### src/hdl/acx_defs.svh
/*
  acx_defs.svh: widths, field positions, reset values and timing counts
  for the asynchronous counter with crystal oscillator.
  assumes: included by bare name from package and design files.
*/
`ifndef ACX_DEFS_SVH
`define ACX_DEFS_SVH

// ---------------------------------------------------------------
// counter geometry
// ---------------------------------------------------------------
`define ACX_COUNT_W 16
`define ACX_BYTE_W 8
`define ACX_COUNT_RST 16'h0000
`define ACX_COUNT_MAX 16'hffff

// ---------------------------------------------------------------
// counter_control_register bit positions (bits arrive as ports)
// ---------------------------------------------------------------
`define ACX_CTL_SYNC_BYPASS_BIT 2
`define ACX_CTL_OSC_ENABLE_BIT 3

// ---------------------------------------------------------------
// timing
// ---------------------------------------------------------------
`define ACX_CORE_CLK_HZ 25000000
`define ACX_PHASE_DIV 4
`define ACX_XTAL_MAX_HZ 200000
`define ACX_XTAL_NOM_HZ 32000
// core cycles per half period of the fastest crystal, rounded down
`define ACX_XTAL_HALF_CYC (`ACX_CORE_CLK_HZ / (2 * `ACX_XTAL_MAX_HZ))
`define ACX_PRESCALE_MAX_LOG2 3

`endif

### src/hdl/acx_pkg.sv
/*
  acx_pkg: types shared by the asynchronous counter block.
  assumes: acx_defs.svh is on the include path.
*/
`include "acx_defs.svh"

package acx_pkg;

	// ---------------------------------------------------------------
	// control bits from the processor side
	// ---------------------------------------------------------------
	typedef struct packed {
		logic run;
		logic src_ext;
		logic sync_bypass_bit;
		logic crystal_osc_enable_bit;
		logic [1:0] prescale_sel;
	} acx_ctl_t;

	// ---------------------------------------------------------------
	// byte access to the count
	// ---------------------------------------------------------------
	typedef struct packed {
		logic rd;
		logic wr;
		logic sel_high;
		logic [`ACX_BYTE_W-1:0] wdata;
	} acx_acc_t;

endpackage : acx_pkg

### src/hdl/acx_sync.sv
/*
  acx_sync: two flip-flop synchroniser for levels arriving from pins.
  assumes: one clock; reset is the already released internal copy.
*/
`timescale 1ns/100ps

module acx_sync #(
	parameter int WIDTH = 1
) (
	input wire logic clk,
	input wire logic rst_n,
	input wire logic [WIDTH-1:0] d,
	output logic [WIDTH-1:0] q
);

	logic [WIDTH-1:0] meta_q;

	// ---------------------------------------------------------------
	// first stage feeds only the second stage
	// ---------------------------------------------------------------
	always_ff @(posedge clk or negedge rst_n)
	begin
		if (!rst_n)
		begin
			meta_q <= '0;
			q <= '0;
		end
		else
		begin
			meta_q <= d;
			q <= meta_q;
		end
	end

endmodule : acx_sync

### src/hdl/acx_counter.sv
/*
  acx_counter: 16-bit counter with prescaler, synchronised or asynchronous
  external counting, and a low-power crystal oscillator amplifier model.
  assumes: processor-side ports are on core_clk; the crystal pin is not.
*/
`timescale 1ns/100ps
`include "acx_defs.svh"

// Summary of operation
// - with the bypass bit set the external clock is counted without waiting for a phase slot.
// - in asynchronous mode the count runs through sleep and its overflow wakes the processor.
// - in asynchronous mode the count is not offered as a capture or compare time base.
// - a read of either count byte returns a whole, stable byte.
// - the crystal amplifier runs only while the oscillator enable bit is set.
// - the oscillator is a low-power type for crystals up to 200 kHz, chiefly 32 kHz.
// - an enabled oscillator keeps running through sleep.
// - the count is 16 bits and counts the phase clock, an external clock or the crystal.
// - a prescaler divides the chosen source by 1, 2, 4 or 8.
module acx_counter
	import acx_pkg::*;
#(
	parameter int COUNT_W = `ACX_COUNT_W,
	parameter int CORE_CLK_HZ = `ACX_CORE_CLK_HZ
) (
	input wire logic core_clk,
	input wire logic reset_n,
	input wire acx_ctl_t ctl,
	input wire acx_acc_t acc,
	input wire logic sleep,
	input wire logic ovf_clear,
	input wire logic crystal_input_pin,
	output logic crystal_amp_output_pin_o,
	output logic crystal_amp_output_pin_oe_n,
	output logic [`ACX_BYTE_W-1:0] rdata_q,
	output logic rvalid_q,
	output logic [COUNT_W-1:0] count_high_low_q,
	output logic timebase_ok_q,
	output logic overflow_flag_q,
	output logic wake_q
);

	// ---------------------------------------------------------------
	// elaboration checks
	// ---------------------------------------------------------------
	initial
	begin
		if (COUNT_W != 2 * `ACX_BYTE_W)
			$error("count must be exactly two bytes wide");
		if (CORE_CLK_HZ / (2 * `ACX_XTAL_MAX_HZ) < 2)
			$error("core clock too slow to sample the crystal");
	end

	// ---------------------------------------------------------------
	// reset release
	// ---------------------------------------------------------------
	logic [1:0] rst_q;
	logic rst_n;

	always_ff @(posedge core_clk or negedge reset_n)
	begin
		if (!reset_n)
			rst_q <= 2'h0;
		else
			rst_q <= {rst_q[0], 1'b1};
	end
	assign rst_n = rst_q[1];

	// ---------------------------------------------------------------
	// pin sampling and phase divider
	// ---------------------------------------------------------------
	logic xin_s;
	logic xin_prev_q, xin_prev_d;
	logic [1:0] div_q, div_d;
	logic phase_en, ext_rise;

	acx_sync #(.WIDTH(1)) u_xin_sync (
		.clk(core_clk),
		.rst_n(rst_n),
		.d(crystal_input_pin),
		.q(xin_s)
	);

	always_comb
	begin
		div_d = div_q + 2'h1;
		xin_prev_d = xin_s;
		phase_en = (div_q == 2'(`ACX_PHASE_DIV - 1));
		ext_rise = xin_s & ~xin_prev_q;
	end

	// ---------------------------------------------------------------
	// prescaler and increment selection
	// ---------------------------------------------------------------
	logic async_mode;
	logic pre_evt, pre_tick, inc;
	logic [2:0] pre_q, pre_d, pre_mask;
	logic pend_q, pend_d;

	always_comb
	begin
		// the phase clock stops in sleep; only the asynchronous path ignores it
		async_mode = ctl.src_ext & ctl.sync_bypass_bit;
		pre_evt = ctl.run & (ctl.src_ext ? ext_rise : (phase_en & ~sleep));
		pre_mask = 3'((4'h1 << ctl.prescale_sel) - 4'h1);
		pre_tick = pre_evt & ((pre_q & pre_mask) == pre_mask);
		pre_d = pre_q;
		if (!ctl.run)
			pre_d = 3'h0;
		else if (pre_tick)
			pre_d = 3'h0;
		else if (pre_evt)
			pre_d = pre_q + 3'h1;
		pend_d = pend_q;
		inc = 1'b0;
		if (async_mode)
		begin
			pend_d = 1'b0;
			inc = pre_tick;
		end
		else if (ctl.src_ext)
		begin
			// a synchronised edge waits for an awake phase slot
			inc = pend_q & phase_en & ~sleep;
			pend_d = pre_tick | (pend_q & ~inc);
		end
		else
		begin
			pend_d = 1'b0;
			inc = pre_tick;
		end
	end

	// ---------------------------------------------------------------
	// count, overflow and byte access
	// ---------------------------------------------------------------
	logic [COUNT_W-1:0] cnt_d;
	logic ovf_set, ovf_d, wake_d, tb_d, rvalid_d;
	logic [`ACX_BYTE_W-1:0] rdata_d;

	always_comb
	begin
		cnt_d = count_high_low_q;
		ovf_set = 1'b0;
		if (acc.wr)
		begin
			// a write beats a clashing step; software should stop first
			if (acc.sel_high)
				cnt_d[COUNT_W-1:`ACX_BYTE_W] = acc.wdata;
			else
				cnt_d[`ACX_BYTE_W-1:0] = acc.wdata;
		end
		else if (inc)
		begin
			cnt_d = count_high_low_q + 16'h0001;
			ovf_set = (count_high_low_q == `ACX_COUNT_MAX);
		end
		ovf_d = ovf_set | (overflow_flag_q & ~ovf_clear);
		wake_d = ovf_set & sleep;
		tb_d = ~async_mode;
		rvalid_d = acc.rd;
		rdata_d = rdata_q;
		if (acc.rd)
			rdata_d = acc.sel_high ? count_high_low_q[COUNT_W-1:`ACX_BYTE_W]
				: count_high_low_q[`ACX_BYTE_W-1:0];
	end

	// ---------------------------------------------------------------
	// crystal amplifier
	// ---------------------------------------------------------------
	logic amp_d, amp_oe_n_d;

	always_comb
	begin
		// sleep is deliberately not a term here
		amp_oe_n_d = ~ctl.crystal_osc_enable_bit;
		amp_d = ctl.crystal_osc_enable_bit & ~xin_s;
	end

	// ---------------------------------------------------------------
	// state registers
	// ---------------------------------------------------------------
	always_ff @(posedge core_clk or negedge rst_n)
	begin
		if (!rst_n)
		begin
			div_q <= 2'h0;
			xin_prev_q <= 1'b0;
			pre_q <= 3'h0;
			pend_q <= 1'b0;
			count_high_low_q <= `ACX_COUNT_RST;
			overflow_flag_q <= 1'b0;
			wake_q <= 1'b0;
			timebase_ok_q <= 1'b1;
			rvalid_q <= 1'b0;
			rdata_q <= 8'h00;
			crystal_amp_output_pin_o <= 1'b0;
			crystal_amp_output_pin_oe_n <= 1'b1;
		end
		else
		begin
			div_q <= div_d;
			xin_prev_q <= xin_prev_d;
			pre_q <= pre_d;
			pend_q <= pend_d;
			count_high_low_q <= cnt_d;
			overflow_flag_q <= ovf_d;
			wake_q <= wake_d;
			timebase_ok_q <= tb_d;
			rvalid_q <= rvalid_d;
			rdata_q <= rdata_d;
			crystal_amp_output_pin_o <= amp_d;
			crystal_amp_output_pin_oe_n <= amp_oe_n_d;
		end
	end

	// ---------------------------------------------------------------
	// assertions
	// ---------------------------------------------------------------
	// events since the prescaler last restarted, counted apart from its own register
	logic [3:0] evt_cnt_q;
	logic [1:0] evt_sel_q;
	logic evt_ok_q;
	always_ff @(posedge core_clk or negedge rst_n)
	begin
		if (!rst_n)
		begin
			evt_cnt_q <= 4'h0;
			evt_sel_q <= 2'h0;
			evt_ok_q <= 1'b0;
		end
		else
		begin
			evt_sel_q <= ctl.prescale_sel;
			// a ratio change while running leaves the count meaningless until a restart
			evt_ok_q <= !ctl.run || pre_tick || (evt_ok_q && ctl.prescale_sel == evt_sel_q);
			if (!ctl.run || pre_tick)
				evt_cnt_q <= 4'h0;
			else if (pre_evt)
				evt_cnt_q <= evt_cnt_q + 4'h1;
		end
	end
endmodule : acx_counter

### config.mk
export PLATFORM = sky130hd
export DESIGN_NAME = acx_counter
export DESIGN_NICKNAME = d
export VERILOG_FILES = /design/src/hdl/acx_pkg.sv /design/src/hdl/acx_sync.sv /design/src/hdl/acx_counter.sv
export VERILOG_INCLUDE_DIRS = /design/src /design/src/hdl
export SDC_FILE = /design/constraint.sdc
export NUM_CORES = 1
export LEC_CHECK = 0
export ABC_AREA = 0
export ABC_CLOCK_PERIOD_IN_PS = 3900
export BUFFER_PORTS_ARGS = -buffer_cell sky130_fd_sc_hd__buf_2
export CORE_MARGIN = 10
export CORE_UTILIZATION = 47
export CTS_CLUSTER_SIZE = 10
export DETAILED_ROUTE_END_ITERATION = 12
export PLACE_DENSITY = 0.84
export SYNTH_ARGS = -nofsm -noshare
export SYNTH_HDL_FRONTEND = slang
export SYNTH_HIERARCHICAL = 1
export SYNTH_SLANG_ARGS = --single-unit
### constraint.sdc
create_clock -name core_clk -period 3.9 [get_ports core_clk]
set_clock_uncertainty 0.05 [all_clocks]
set_input_delay 0.195 -clock core_clk [delete_from_list [all_inputs] [get_ports core_clk]]
set_output_delay 0.195 -clock core_clk [all_outputs]
set_load 0.01 [all_outputs]
==> summary.md <==
| Metric | Value |
|---|---|
| Status | `complete, no violations` |
| Resized cells post-CTS | `0` |
| Seq cells post-synth | `41` |
| Core Region | `4320 um2` |
| Clk_lat worst skew | `around 0.30 ns` |
| Max VDD drop | `0.000284 V` |
| Yosys warns | `6` |
| Longest Clk Path Bufs | `2` |
| Share of layout cells above drive strength 1 | `between 20 and 30%` |
| Psw | `~0.31 mW` |
| Post-DP Area | `2380 um2` |
| Antenna viol nets, final | `0` |
| CP peak stage delay | `0.53 ns` |
| Part of the power in registers | `45.9%` |
| Slew of the pin with the lowest slew margin | `0.848 ns` |
| Largest family of logic cells by synthesized area | `compound AO/OA/AOI/OAI gates` |
| Post-synth EDFFs | `0` |
| Synth Instances | `212` |
| Setup TNS | `0 ns` |
| Worst Setup Start Kind | `primary input` |
| Synthesized Nets | `237` |
| Commonest cells after routing, fill and taps aside | `buf_2, dfrtp_1, a21oi_1` |
| Tcrit/Tclk final | `a little over half` |
| Switching Fraction | `27.9%` |
| DIE HEIGHT | `slightly below 90 um` |
| WP data arrival | `roughly 2.2 ns` |
| Via Count | `1,854` |
| CP Buf/Inv Count | `2` |
| R2R setup slack | `1.85 ns` |
| Synth Area in Adders | `1.79%` |
| CP max FO | `9` |
| WP depth | `7` |
| Worst Path Required | `4.04 ns` |
| I/O pin cnt | `52` |
| Wire per inst | `16.8 um` |
| Mapped cell area | `2090 um2` |
| Maximum number of pins on one net before global-route repair | `40` |
| Vias per inst | `5.78` |
| Register area share after synthesis | `49.1%` |
| WHS | `between 0.07 and 0.08 ns` |
| Main synth FF type | `dfrtp_1` |
| Non-filler cells, final | `321` |
| Clock sink count | `just over 40` |
| Global-route wire length before repair | `9.07 mm` |
| Finish-stage setup viols | `0` |
| Maxcap violations | `0` |
| CTS Root Cell | `clkbuf_8` |
| Final wirelength | `5.38 mm` |
| CTS buffer count | `5` |
| Hold Path Class | `primary input to register` |
| Synth Area in Compound Gates | `20.3%` |
| Die Span X | `86.8 um` |
| Post-synthesis mux area share | `4.78%` |
| DRT Pass-1 Iters | `4` |
| Hold Vio Cnt, Final | `0` |
| Reg2reg path depth | `7` |
| Syn-to-layout area delta | `22.8%` |
| Clk pwr share | `around 37%` |
| Post-Place Worst Slack | `1.86 ns` |
| Final min period | `2.07 ns` |
| Final Slew Violations | `0` |
| Critical setup path kind | `primary input to register` |
| Clk pin slew, worst setup/hold paths | `0.08 ns` |
| Reg2reg start | `div_q[0]$_DFF_PN0_` |
| Antenna cells | `0` |
| Most common cell after layout, fill and taps aside | `buf_2` |
| Xor/xnor share of the synthesized area | `less than 1%` |
| Combinational power share | `17.3%` |
| Final Util | `~59%` |
| Total GRT Usage | `15.0%` |
| Setup Fix Bufs, Post-CTS | `0` |
| Post-Synth Simple-Gate Area | `19.3%` |
| Setup crit end | `count_high_low_q[12]$_DFFE_PN0P_` |
| Internal power | `0.810 mW` |
| Leak Pwr | `1.19 nW` |
| Input/output buffers | `51` |
| FFs w/ async S/R, synth | `100%` |
| Routability Congestion | `0.836` |
| CTS tree | `yes` |
| Design area | `2570 um2` |
| Maximum clock frequency | `around 480 MHz` |
| Die area | `7530 um2` |
| Top Family by Delay on Critical Path | `simple AND/OR/NAND/NOR gates` |
| Worst setup EP type | `register` |
| # nets final | `293` |
| Yosys cell types | `52` |
| Row count | `24` |
| CP Launch Point | `ctl[3]` |
| RSZ-0062 raised after global routing | `false` |
| HPWL after detailed placement | `4.02 mm` |
| Tot Pwr | `~1.1 mW` |
| Crit path cell chain | `dlygate4sd3_1 > buf_2 > or2b_4 > nor3_2 > a31o_2 > nand2_1 > o221a_2` |
| Mean Syn Cell Area | `9.88 um2` |
| Number of H-tree levels | `2` |
| Grt ovf | `0` |
| Cells after DPL | `approximately 300` |
| Residual DRC | `0` |
| Max-slew headroom | `43.0%` |
| Final Worst Setup Slack | `1.83 ns` |
| Vias in the first global route | `1,856` |
| Antenna violations before repair | `0` |
| Worst-path cell with the longest stage delay | `dlygate4sd3_1` |
| PwrDens | `approximately 440 nW/um2` |
| Worst r2r dst | `count_high_low_q[12]$_DFFE_PN0P_` |
| Initial Util | `between 40% and 50%` |
| DR iter-0 viols | `~140` |
-- cells in the mapped netlist, types with 2 or more instances --
master / instances / area share, %
nor4_1: 2 / 0.60
nand2b_1: 2 / 0.60
a22oi_1: 2 / 0.72
nor3_1: 4 / 0.96
and3_4: 3 / 1.6
o31a_1: 2 / 0.84
dfstp_2: 2 / 2.5
mux2i_1: 10 / 4.8
nand4_1: 2 / 0.60
nor2_1: 22 / 3.9
nand2_1: 18 / 3.2
o22ai_1: 4 / 1.2
ha_1: 3 / 1.8
nand3_1: 8 / 1.9
nand3b_1: 2 / 0.72
inv_1: 13 / 2.3
a211oi_1: 5 / 1.8
a21o_1: 3 / 1.1
a21oi_1: 23 / 5.5
nor2b_1: 3 / 0.90
o21ai_0: 4 / 0.96
dfrtp_1: 39 / 47
o221a_2: 2 / 1.1
clkbuf_1: 6 / 1.1
-- cell type report --
| cell class | instances | area [um2] |
|---|---|---|
| clock buffers | 5 | 68.8 |
| repair buffers | 57 | 313 |
| multi-input cells | 150 | 978 |
| fillers | 377 | 1750 |
| inverters | 13 | 48.8 |
| well taps | 52 | 65.1 |
| clock inverters | 3 | 68.8 |
| flip-flops and latches | 41 | 1030 |
-- cells by family (layout without fill, tap and decap cells) --
kind of cell,Yosys count,count (layout)
buf+inv,21,78
mux,10,10
flops,41,41
compound gates,59,59
other cells,1,1
fa+ha+maj,3,3
xor+xnor,1,1
simple gates,76,76
-- repair_timing --
action / CTS / global route
endpoints found under the hold margin: 5 / 0
endpoints found under the setup margin: 0 / 0
hold buffers: 5 / 0
-- flip-flops by register name (all words and copies together) (netlist names) --
signal	flops
u_xin_sync/meta_q	1
count_high_low_q	16
u_xin_sync/q	1
timebase_ok_q	1
pend_q	1
xin_prev_q	1
overflow_flag_q	1
rst_q	2
wake_q	1
pre_q	3
crystal_amp_output_pin_oe_n	1
div_q	2
rvalid_q	1
rdata_q	8
crystal_amp_output_pin_o	1
-- worst register-to-register path: stages, from the launching register on --
cell and delay, ns:
dfrtp_1 0.36, ha_1 0.20, nand2b_4 0.07, or2_4 0.24, a21boi_4 0.23, a31o_2 0.31
nand2_1 0.15, o221a_2 0.33
-- metal layers --
layer	vias to the layer above	track usage (%)	wire (um)
met1	897	17.6	2180
met2	74	24.2	2590
met3	10	5.25	496
li1	873	-	-
met4	0	6.63	106
met5	-	0	0
-- worst min path at each step --
| stage | startpoint | to | slack, ns | cells past startpoint |
|---|---|---|---|---|
| after global placement | reset_n | rst_q[0]$_DFF_PN0_ | -0.07 | 1 |
| after floorplan | reset_n | rst_q[0]$_DFF_PN0_ | -0.15 | 0 |
| after detailed placement | reset_n | rst_q[0]$_DFF_PN0_ | -0.07 | 1 |
| after global routing | ovf_clear | overflow_flag_q$_DFF_PN0_ | 0.05 | 2 |
| final | ovf_clear | overflow_flag_q$_DFF_PN0_ | 0.07 | 2 |
| after CTS | ovf_clear | overflow_flag_q$_DFF_PN0_ | 0.06 | 2 |
-- power by group through the flow --
stage | clock, mW | combinational [mW] | sequential (mW)
5_1_grt | 0.441 | 0.220 | 0.522
3_5_place_dp | 0 | 0.193 | 0.523
3_3_place_gp | 0 | 0.188 | 0.521
6_report | 0.413 | 0.195 | 0.516
4_1_cts | 0.421 | 0.198 | 0.515
2_1_floorplan | 0 | 0.0907 | 0.537
Note: power is estimated with default switching activity, not from simulation.
